### config.mk
export PLATFORM = sky130hd
export DESIGN_NAME = timer_one
export DESIGN_NICKNAME = d
export VERILOG_FILES = /design/src/hdl/timer_one.v
export VERILOG_INCLUDE_DIRS = /design/src /design/src/pkg
export SDC_FILE = /design/constraint.sdc
export NUM_CORES = 1
export LEC_CHECK = 0
export ABC_AREA = 1
export BUFFER_PORTS_ARGS = -buffer_cell sky130_fd_sc_hd__buf_2
export CAP_MARGIN = 30
export CELL_PAD_IN_SITES_DETAIL_PLACEMENT = 0
export CELL_PAD_IN_SITES_GLOBAL_PLACEMENT = 2
export CORE_UTILIZATION = 31
export DETAILED_ROUTE_END_ITERATION = 16
export GPL_TIMING_DRIVEN = 0
export PLACE_DENSITY = 0.85
export SYNTH_ARGS = -nofsm -noshare
export SYNTH_HDL_FRONTEND = slang
export SYNTH_SLANG_ARGS = --single-unit
### constraint.sdc
create_clock -name clock -period 6 [get_ports clock]
set_clock_uncertainty 0.2 [all_clocks]
set_input_delay 0.6 -clock clock [delete_from_list [all_inputs] [get_ports clock]]
set_output_delay 0.6 -clock clock [all_outputs]
set_load 0.02 [all_outputs]
### src/pkg/timer_one_defines.vh
`ifndef TIMER_ONE_DEFINES_VH
`define TIMER_ONE_DEFINES_VH
// ----------------------------------------
// Register byte addresses
// ----------------------------------------
`define ADDR_CONTROL 8'h10
`define ADDR_COUNT_LOW 8'h14
`define ADDR_COUNT_HIGH 8'h18
`define ADDR_IRQ_FLAGS 8'h1C
`define ADDR_IRQ_ENABLES 8'h20
`define ADDR_PORT_C_DIR 8'h24
// ----------------------------------------
// Control field positions
// ----------------------------------------
`define BIT_ON 0
`define BIT_CS 1
`define BIT_SYNC_N 2
`define BIT_OSC_EN 3
`define BIT_PS_LO 4
`define BIT_PS_HI 5
`define BIT_OVF 0
// ----------------------------------------
// Reset values and limits
// ----------------------------------------
`define CONTROL_RESET 6'h00
`define CONTROL_MASK 8'h3F
`define COUNT_MAX 16'hFFFF
`define COUNT_MIN 16'h0000
`define RESP_OKAY 2'h0
`define RESP_SLVERR 2'h2
`endif

### src/hdl/timer_one.v
// The implementer's own choice: the AXI4-Lite register port.
`timescale 1ns/1ps
`include "timer_one_defines.vh"
module timer_one (
  // Clock and reset
  input wire clock,
  input wire rst,
  // AXI4-Lite write address
  input wire [7:0] s_axi_awaddr,
  input wire s_axi_awvalid,
  output reg s_axi_awready,
  // AXI4-Lite write data
  input wire [31:0] s_axi_wdata,
  input wire [3:0] s_axi_wstrb,
  input wire s_axi_wvalid,
  output reg s_axi_wready,
  // AXI4-Lite write response
  output reg [1:0] s_axi_bresp,
  output reg s_axi_bvalid,
  input wire s_axi_bready,
  // AXI4-Lite read address
  input wire [7:0] s_axi_araddr,
  input wire s_axi_arvalid,
  output reg s_axi_arready,
  // AXI4-Lite read data
  output reg [31:0] s_axi_rdata,
  output reg [1:0] s_axi_rresp,
  output reg s_axi_rvalid,
  input wire s_axi_rready,
  // External clock pins
  input wire counter_clock_pin,
  input wire osc_input_pin,
  // Special event triggers from the capture/compare units
  input wire special_event_a,
  input wire special_event_b,
  // Pin direction and oscillator control
  output reg [1:0] pin_output_enable,
  output reg osc_inverter_enable,
  // Interrupt request
  output reg overflow_irq
);
  // ----------------------------------------
  // State
  // ----------------------------------------
  reg [5:0] control_reg; // Implemented control bits
  reg [15:0] count_reg; // Count, not reset by rst
  reg overflow_irq_flag_reg; // Latched overflow
  reg overflow_irq_enable_reg; // Overflow enable
  reg [1:0] port_c_direction_reg; // 1 = input
  reg [2:0] prescale_reg; // Ripple prescaler
  reg cnt_pin_meta_reg; // Counter pin, sync stage one
  reg cnt_pin_sync_reg; // Counter pin, sync stage two
  reg osc_pin_meta_reg; // Oscillator pin, sync stage one
  reg osc_pin_sync_reg; // Oscillator pin, sync stage two
  reg ext_prev_reg; // Previous sampled level
  reg ext_armed_reg; // Falling edge seen
  reg aw_held_reg; // Write address latched
  reg w_held_reg; // Write data latched
  reg [7:0] aw_addr_reg;
  reg [31:0] w_data_reg;
  reg [3:0] w_strb_reg;

  wire counter_on = control_reg[`BIT_ON];
  wire source_ext = control_reg[`BIT_CS];
  wire osc_en = control_reg[`BIT_OSC_EN];
  wire [1:0] ps_sel = control_reg[`BIT_PS_HI:`BIT_PS_LO];

  // Prescaler tap for a given code
  function prescale_tap;
    input [1:0] sel;
    input [2:0] pre;
    input tick;
    begin
      case (sel)
        2'h0: prescale_tap = tick;
        2'h1: prescale_tap = tick & pre[0];
        2'h2: prescale_tap = tick & (&pre[1:0]);
        default: prescale_tap = tick & (&pre);
      endcase
    end
  endfunction

  // ----------------------------------------
  // External clock path
  // ----------------------------------------
  // Both sync settings use the two-flop path: an unsynchronised path cannot
  // exist on a single clock, so the sync control bit is only stored and read.
  // Each pin settles on its own before the choice, so no raw pin feeds logic.
  // Pin choice depends on oscillator enable
  wire ext_level = osc_en ? osc_pin_sync_reg : cnt_pin_sync_reg;
  always @(posedge clock) begin
    cnt_pin_meta_reg <= counter_clock_pin;
    cnt_pin_sync_reg <= cnt_pin_meta_reg;
    osc_pin_meta_reg <= osc_input_pin;
    osc_pin_sync_reg <= osc_pin_meta_reg;
    ext_prev_reg <= ext_level;
  end
  wire ext_rise = ext_level & ~ext_prev_reg;
  wire ext_fall = ~ext_level & ext_prev_reg;

  // Arm after first falling edge
  always @(posedge clock) begin
    if (rst || !source_ext || !counter_on) begin
      ext_armed_reg <= 1'b0;
    end else if (ext_fall) begin
      ext_armed_reg <= 1'b1;
    end
  end

  // Raw tick before prescaling; internal source ignores sync_n
  wire raw_tick = source_ext ? (ext_rise & ext_armed_reg) : 1'b1;
  wire tick = counter_on & raw_tick;
  wire inc = prescale_tap(ps_sel, prescale_reg, tick);

  // Prescaler counts ticks; cleared when off
  always @(posedge clock) begin
    if (rst || !counter_on) begin
      prescale_reg <= 3'h0;
    end else if (tick) begin
      prescale_reg <= prescale_reg + 3'h1;
    end
  end

  // ----------------------------------------
  // AXI4-Lite slave
  // ----------------------------------------
  wire aw_have = aw_held_reg | s_axi_awvalid;
  wire w_have = w_held_reg | s_axi_wvalid;
  wire wr_fire = aw_have & w_have & ~s_axi_bvalid;
  wire [7:0] wr_addr = aw_held_reg ? aw_addr_reg : s_axi_awaddr;
  wire [31:0] wr_data = w_held_reg ? w_data_reg : s_axi_wdata;
  wire [3:0] wr_strb = w_held_reg ? w_strb_reg : s_axi_wstrb;
  wire wr_lane0 = wr_fire & wr_strb[0];
  wire wr_ctrl = wr_lane0 & (wr_addr == `ADDR_CONTROL);
  wire wr_low = wr_lane0 & (wr_addr == `ADDR_COUNT_LOW);
  wire wr_high = wr_lane0 & (wr_addr == `ADDR_COUNT_HIGH);
  wire wr_flags = wr_lane0 & (wr_addr == `ADDR_IRQ_FLAGS);
  wire wr_en = wr_lane0 & (wr_addr == `ADDR_IRQ_ENABLES);
  wire wr_dir = wr_lane0 & (wr_addr == `ADDR_PORT_C_DIR);
  wire wr_known = (wr_addr == `ADDR_CONTROL) || (wr_addr == `ADDR_COUNT_LOW) ||
    (wr_addr == `ADDR_COUNT_HIGH) || (wr_addr == `ADDR_IRQ_FLAGS) ||
    (wr_addr == `ADDR_IRQ_ENABLES) || (wr_addr == `ADDR_PORT_C_DIR);

  // Write channel handshake
  always @(posedge clock) begin
    if (rst) begin
      aw_held_reg <= 1'b0;
      w_held_reg <= 1'b0;
      aw_addr_reg <= 8'h00;
      w_data_reg <= 32'h00000000;
      w_strb_reg <= 4'h0;
      s_axi_awready <= 1'b0;
      s_axi_wready <= 1'b0;
      s_axi_bvalid <= 1'b0;
      s_axi_bresp <= `RESP_OKAY;
    end else begin
      s_axi_awready <= 1'b0;
      s_axi_wready <= 1'b0;
      if (wr_fire) begin
        // Complete write, respond
        aw_held_reg <= 1'b0;
        w_held_reg <= 1'b0;
        s_axi_awready <= ~aw_held_reg;
        s_axi_wready <= ~w_held_reg;
        s_axi_bvalid <= 1'b1;
        s_axi_bresp <= wr_known ? `RESP_OKAY : `RESP_SLVERR;
      end else begin
        // Latch whichever half arrives first
        if (s_axi_awvalid && !aw_held_reg && !s_axi_awready) begin
          aw_held_reg <= 1'b1;
          aw_addr_reg <= s_axi_awaddr;
          s_axi_awready <= 1'b1;
        end
        if (s_axi_wvalid && !w_held_reg && !s_axi_wready) begin
          w_held_reg <= 1'b1;
          w_data_reg <= s_axi_wdata;
          w_strb_reg <= s_axi_wstrb;
          s_axi_wready <= 1'b1;
        end
        if (s_axi_bvalid && s_axi_bready) begin
          s_axi_bvalid <= 1'b0;
        end
      end
    end
  end

  // Read channel, one cycle answer
  always @(posedge clock) begin
    if (rst) begin
      s_axi_arready <= 1'b0;
      s_axi_rvalid <= 1'b0;
      s_axi_rdata <= 32'h00000000;
      s_axi_rresp <= `RESP_OKAY;
    end else begin
      s_axi_arready <= 1'b0;
      if (s_axi_rvalid && s_axi_rready) begin
        s_axi_rvalid <= 1'b0;
      end else if (s_axi_arvalid && !s_axi_rvalid && !s_axi_arready) begin
        s_axi_arready <= 1'b1;
        s_axi_rvalid <= 1'b1;
        s_axi_rresp <= `RESP_OKAY;
        case (s_axi_araddr)
          `ADDR_CONTROL: s_axi_rdata <= {26'h0, control_reg};
          `ADDR_COUNT_LOW: s_axi_rdata <= {24'h000000, count_reg[7:0]};
          `ADDR_COUNT_HIGH: s_axi_rdata <= {24'h000000, count_reg[15:8]};
          `ADDR_IRQ_FLAGS: s_axi_rdata <= {31'h0, overflow_irq_flag_reg};
          `ADDR_IRQ_ENABLES: s_axi_rdata <= {31'h0, overflow_irq_enable_reg};
          `ADDR_PORT_C_DIR: s_axi_rdata <= {30'h0, port_c_direction_reg};
          default: begin
            s_axi_rdata <= 32'h00000000;
            s_axi_rresp <= `RESP_SLVERR;
          end
        endcase
      end
    end
  end

  // ----------------------------------------
  // Control and interrupt registers
  // ----------------------------------------
  wire wrap = inc & (count_reg == `COUNT_MAX);

  // Control, enable, direction
  always @(posedge clock) begin
    if (rst) begin
      control_reg <= `CONTROL_RESET;
      overflow_irq_enable_reg <= 1'b0;
      port_c_direction_reg <= 2'h3;
    end else begin
      if (wr_ctrl) begin
        control_reg <= wr_data[5:0];
      end
      if (wr_en) begin
        overflow_irq_enable_reg <= wr_data[`BIT_OVF];
      end
      if (wr_dir) begin
        port_c_direction_reg <= wr_data[1:0];
      end
    end
  end

  // Overflow flag: set beats software clear
  always @(posedge clock) begin
    if (rst) begin
      overflow_irq_flag_reg <= 1'b0;
    end else if (wrap && !wr_low && !wr_high) begin
      overflow_irq_flag_reg <= 1'b1;
    end else if (wr_flags) begin
      overflow_irq_flag_reg <= wr_data[`BIT_OVF];
    end
  end

  // ----------------------------------------
  // Count
  // ----------------------------------------
  // No rst term: count survives resets
  always @(posedge clock) begin
    if (wr_low || wr_high) begin
      if (wr_low) begin
        count_reg[7:0] <= wr_data[7:0];
      end
      if (wr_high) begin
        count_reg[15:8] <= wr_data[7:0];
      end
    end else if (special_event_a || special_event_b) begin
      count_reg <= `COUNT_MIN;
    end else if (inc) begin
      count_reg <= count_reg + 16'h0001;
    end
  end

  // ----------------------------------------
  // Registered outputs
  // ----------------------------------------
  always @(posedge clock) begin
    if (rst) begin
      overflow_irq <= 1'b0;
      pin_output_enable <= 2'h0;
      osc_inverter_enable <= 1'b0;
    end else begin
      overflow_irq <= overflow_irq_flag_reg & overflow_irq_enable_reg;
      pin_output_enable <= osc_en ? 2'h0 : ~port_c_direction_reg;
      osc_inverter_enable <= osc_en;
    end
  end
endmodule // timer_one

==> results_dict.tcl, run 1 <==
set metrics [dict create \
    outcome "finished, final reports clean" \
    finalSetupViolCount 0 \
    nNetsFinal 697 \
    largest_register_ffs 16 \
    min_period_ns 2.52 \
    core_sq_mm 0.0122 \
    syn_area_per_cell_sq_um 7.30 \
    yosysWarnings 0 \
    rsz0062_at_grt "false" \
    arrival_ns 2.29 \
    tightest_slew_ns 0.795 \
    syn_area_sq_mm 0.00393 \
    finalCritPeriodShare 0.419 \
    clk_pin_slew_ns 0.06 \
    slew_headroom 0.468 \
    place.gp.congestion 0.780 \
    layout_setup_ws_ns 3.48 \
    leakagePower_nw 2.22 \
    cts_tree "built" \
    slew_violations 0 \
    wl_microns 9670 \
    clock_latency_ns 0.34 \
    cp.required_ns 5.77 \
    grt_pass1_wl_microns 15700 \
    track_usage 0.159 \
    grt_remaining_overflow 0 \
    n_antenna_cell 0 \
    cp_max_fo 10 \
    hpwl_microns 7490 \
    synth-seq-cells 73 \
    syn_inst 538 \
    cts.htree.levels 3 \
    post_cts_buffers 0 \
    cts_buffer_depth 2 \
    drc 0 \
    min_path_type "flip-flop to flip-flop" \
    cp_slowest_stage_delay_ns 0.60 \
    crit_slowest_cell "nor2_1" \
    timing.fmax_mhz 397 \
    start_util 0.323 \
    grt_pass1_vias 3246 \
    crit_chain "buf_6, nand2_1, nand2_1, inv_2, nor2_2, o21ai_4, nand2_4, nor2_1, nor2_1" \
    crit_type "flip-flop to flip-flop" \
    areaGrowthSynthToFinish_pct 22.5 \
    dr.first_iter.drc_count 184 \
    layout_commonest_cell "nand2_1" \
    peakVddDrop_mv 0.140 \
    fp.dieH_microns 115 \
    start_kind "flip-flop" \
    finalSetupTns_ns 0 \
    fill_cells 1306 \
    die_w_microns 115 \
    final_layout_size_suffix_gt1_frac 0.218 \
    vias 3520 \
    hold_viol 0 \
    wire_per_inst_microns 12.1 \
    synth.yosys.seq_area_share 0.413 \
    most-common-layout-cells "nand2_1 (133), nor2_1 (84), dfxtp_1 (57), buf_2 (55), inv_1 (47)" \
    clock-root-buffer "clkbuf_16" \
    dp_slack_ns 3.18 \
    antenna_found_initial 0 \
    io_pins 108 \
    place.port_buffers 54 \
    fp-row-count 40 \
    critPathCaptureType "flip-flop" \
    cts_resized 0 \
    vias_per_cell 4.39 \
    drtPass1Iterations 5 \
    dieArea_sq_mm 0.0131 \
    synth_cell_type_count 40 \
    p_per_area_mw_per_mm2 268 \
    max_cap_violations 0 \
    cts_buffers 9 \
    clock-sinks 73 \
    final_antenna_net_count 0 \
    cts_hold_buf 0 \
    grt_start_max_net_pins 12 \
]
final timing paths:
kind / start / endpoint / slack [ns] / cells after the start
min reg2reg: osc_pin_meta_reg / osc_pin_sync_reg / 0.13 / 0
max: aw_held_reg / count_reg[15] / 3.48 / 9
min: osc_pin_meta_reg / osc_pin_sync_reg / 0.13 / 0
max reg2reg: aw_held_reg / count_reg[15] / 3.48 / 9
worst max-delay path, delay by kind of cell, from the launching register on:
kind | cells | cell delay [ns]
AO/OA/AOI/OAI | 1 | 0.13
flip-flops | 1 | 0.37
AND/OR/NAND/NOR | 6 | 1.18
buffers and inverters | 2 | 0.25
Yosys cell counts (all sizes together):
library cell	number	share of area
dfxtp	57	0.29
xnor2	3	0.0067
or2	4	0.0064
nand4	5	0.0080
buf	30	0.059
clkbuf	5	0.0048
o21ai	52	0.080
nand2	144	0.15
nand3	22	0.032
nor3	10	0.014
clkinv	2	0.0019
ha	6	0.019
xor2	7	0.016
edfxtp	16	0.12
a211oi	3	0.0057
inv	53	0.051
conb	1	0.00095
nor2	88	0.090
nand3b	1	0.0019
a31oi	1	0.0016
o211ai	1	0.0019
a21oi	24	0.034
o22ai	3	0.0048
through the flow:
stage	utilization	instances	area, sq um	hold slack (ns)	power [mW]
after floorplan	-	563	4020	0.110	0.693
after global placement	0.370	785	4500	0.113	0.743
after detailed placement	0.370	785	4500	0.118	0.746
after CTS	0.396	801	4810	0.131	1.31
after global routing	0.396	801	4810	0.139	1.36
final	0.396	801	4810	0.127	1.29
metal layers:
layer	GRT usage	wire length, microns	part of all wire	vias up
li1	-	-	-	1855
met1	0.210	4810	0.50	1549
met2	0.245	4120	0.43	104
met3	0.0360	543	0.056	12
met4	0.0779	196	0.020	0
met5	0	0	0	-
cell families (layout without fill, tap and decap cells):
group / Yosys count / after routing / synth area share
buf+inv: 90 / 160 / 0.116
flops: 73 / 73 / 0.413
other cells: 1 / 26 / 0.000954
xor+xnor: 10 / 10 / 0.0223
fa+ha+maj: 6 / 6 / 0.0191
compound gates: 84 / 84 / 0.128
simple gates: 274 / 274 / 0.301
power by group:
| part | total (mW) | internal (mW) | switching, mW |
|---|---|---|---|
| logic | 0.184 | 0.0629 | 0.121 |
| registers | 0.552 | 0.532 | 0.0197 |
| clock network | 0.556 | 0.356 | 0.201 |
area by class of cell:
class | count | area (sq um) | share of cell area
flip-flops and latches | 73 | 1620 | 0.337
multi-input cells | 400 | 1950 | 0.404
inverters | 55 | 206 | 0.0429
plain buffers | 35 | 249 | 0.0517
repair buffers | 54 | 270 | 0.0561
clock buffers | 14 | 274 | 0.0569
clock inverters | 2 | 35.0 | 0.00728
well taps | 168 | 210 | 0.0437
(Power assumes the default switching activity.)
==> run 2, diff against run 1 <==
- ABC_AREA: 1 -> 0
- PLACE_DENSITY: 0.85 -> 0.8
- clock period: 6 -> 2.45 ns (I/O delays scaled with it)
==> results_dict.tcl, run 2 <==
set metrics [dict create \
    die_w_microns 111 \
    dp_slack_ns -0.400 \
    crit_type "input pin to flip-flop" \
    internal_power_mw 2.23 \
    cts_tree "built" \
    place.port_buffers 52 \
    layout_commonest_cell "dfxtp_1" \
    cts_buffer_depth 2 \
    finalSetupViolCount 0 \
    dr.first_iter.drc_count 131 \
    synth_top_area_cell "dfxtp_1" \
    synthArstFlopShare 0 \
    largest_register_ffs 16 \
    core_sq_mm 0.0115 \
    hold_depth 3 \
    final_layout_size_suffix_gt1_frac 0.245 \
    r2r_start "aw_held_reg" \
    syn_area_sq_mm 0.00367 \
    drc 0 \
    p_per_area_mw_per_mm2 630 \
    areaGrowthSynthToFinish_pct 30.1 \
    antenna_found_initial 0 \
    placed_area_sq_mm 0.00421 \
    vias_per_cell 4.60 \
    r2r_setup_slack_ns 0.17 \
    p_clk_frac 0.407 \
    vias 2933 \
    nNetsFinal 558 \
    drtPass1Iterations 4 \
    yosysWarnings 0 \
    critPathBufInv 5 \
    outcome "finished, final reports clean" \
    synth_compound_area_frac 0.127 \
    slew_violations 0 \
    synth.yosys.seq_area_share 0.442 \
    place.gp.congestion 0.808 \
    track_usage 0.148 \
    final_antenna_net_count 0 \
    synth_top_area_frac 0.311 \
    syn_area_per_cell_sq_um 9.72 \
    start_kind "input pin" \
    synth-simple-area-share 0.163 \
    hpwl_microns 6390 \
    grt_pass1_vias 2883 \
    peakVddDrop_mv 0.354 \
    final-seq-area_sq_mm 0.00162 \
    leakagePower_nw 2.05 \
    holdWs_ns 0.0328 \
    synth-seq-cells 73 \
    regToRegEndpoint "count_reg[3]" \
    crit_chain "dlygate4sd3_1, buf_2, mux2i_1, or3_1, buf_2, or3_1, buf_2, buf_6, o22ai_2" \
    cp_max_fo 10 \
    ys_top_cells_by_count "dfxtp_1 (57), nor2_1 (51), mux2i_1 (41)" \
    wire_per_inst_microns 13.6 \
    cp_common_cell "buf_2" \
    synthFlopType "dfxtp_1" \
    grt_remaining_overflow 0 \
    multi_input_area_sq_mm 0.00189 \
    dp_cells 598 \
    fp-row-count 39 \
    n_antenna_cell 0 \
    start_util 0.320 \
    yosys.area_share.adder 0.0204 \
    clock-sinks 73 \
    min_period_ns 2.32 \
    hold_viol 0 \
    grt_start_max_net_pins 13 \
    cp.required_ns 2.43 \
    stdcell_count 637 \
    syn_inst 378 \
    min_to "aw_addr_reg[2]" \
    cts_buffers 9 \
    yosysMostFrequentCell "dfxtp_1" \
    synth-xor-area-share 0.0382 \
    most-common-layout-cells "dfxtp_1 (56), buf_2 (54), nor2_1 (50), mux2i_1 (39), buf_4 (30)" \
    seq_power_share 0.446 \
    min_path_type "input pin to flip-flop" \
    finalSetupTns_ns 0 \
    timing.fmax_mhz 430 \
    dieArea_sq_mm 0.0123 \
    grt_pass1_wl_microns 14400 \
    synth_cell_type_count 45 \
    critPathCaptureType "flip-flop" \
    fill_cells 1140 \
    fp.dieH_microns 111 \
    tightest_slew_ns 0.667 \
    slew_headroom 0.555 \
    max_cap_violations 0 \
    p_comb_frac 0.146 \
    worst_path_dominant_cell_family "buffers and inverters" \
    clock_latency_ns 0.34 \
    finalCritPeriodShare 0.949 \
    fin_area_sq_mm 0.00478 \
    clk_pin_slew_ns 0.05 \
    synth_edf_count 16 \
    netSwitchingPower_mw 0.774 \
    layout_setup_ws_ns 0.126 \
    wl_microns 8680 \
    clock-root-buffer "clkbuf_16" \
    crit_path_start "s_axi_wstrb[0]" \
    cts.htree.levels 3 \
    swShare 0.257 \
    synth_area_leaders "dfxtp_1 (31%), edfxtp_1 (13%), mux2i_1 (11%)" \
    crit_slowest_cell "dlygate4sd3_1" \
    min-delay-start "s_axi_awaddr[2]" \
    io_pins 108 \
    arrival_ns 2.30 \
    synthMuxAreaShare 0.124 \
    synth_top_family_by_area "simple AND/OR/NAND/NOR gates" \
    cp_slowest_stage_delay_ns 0.52 \
    rr_worst_depth 7 \
]
[run 2: worst max-delay path by stage]
stage / end / slack (ns) / cells past startpoint
floorplan: count_reg[10] / 0.06 / 6
CTS: count_reg[3] / 0.02 / 7
finish: count_reg[12] / 0.13 / 9
detailed placement: count_reg[14] / -0.40 / 6
global placement: count_reg[14] / -0.35 / 6
global route: control_reg[2] / -0.005 / 9
[run 2: power groups by stage]
stage	logic, mW	registers, mW	clock network, mW
final	0.441	1.34	1.23
after global placement	0.393	1.36	0
after detailed placement	0.397	1.36	0
after floorplan	0.285	1.36	0
after CTS	0.436	1.34	1.26
after global routing	0.483	1.35	1.31
[run 2: timing repair]
action,4_1_cts,5_1_grt
pin swaps,1,0
gates resized for setup,6,6
hold endpoints to repair,20,0
buffers inserted,3,0
hold buffers,20,0
setup endpoints to repair,29,33
[run 2: kinds of logic (layout without fill, tap and decap cells)]
family / Yosys count / in the layout
DFF: 73 / 73
adders and majority gates: 6 / 6
other: 1 / 26
muxes: 45 / 45
xor gates and xnor gates: 16 / 16
buffers and inverters: 53 / 144
AOI/OAI and AO/OA: 63 / 63
and+or+nand+nor: 121 / 121
[run 2: layer usage]
layer,part of all wire,global-route usage,vias to the layer above
met4,0.0096,0.0453,0
li1,-,-,1519
met5,0,0,-
met3,0.048,0.0372,7
met1,0.49,0.200,1330
met2,0.45,0.232,77
[run 2: metrics by stage]
stage,utilization,power (mW)
after floorplan,-,1.65
after global placement,0.367,1.76
after detailed placement,0.367,1.76
after CTS,0.415,3.04
after global routing,0.417,3.14
final,0.417,3.01
[run 2: layout make-up]
type	instances	area share
multi-input cells	277	0.395
well taps	143	0.0375
inverters	9	0.00707
flip-flops and latches	73	0.340
plain buffers	44	0.0595
repair buffers	75	0.104
clock inverters	2	0.00236
clock buffers	14	0.0555
[run 2: tightest hold or removal path, cell delays in order]
cell and delay (ns):
buf_2 0.12, mux2i_1 0.08, nor2_1 0.08
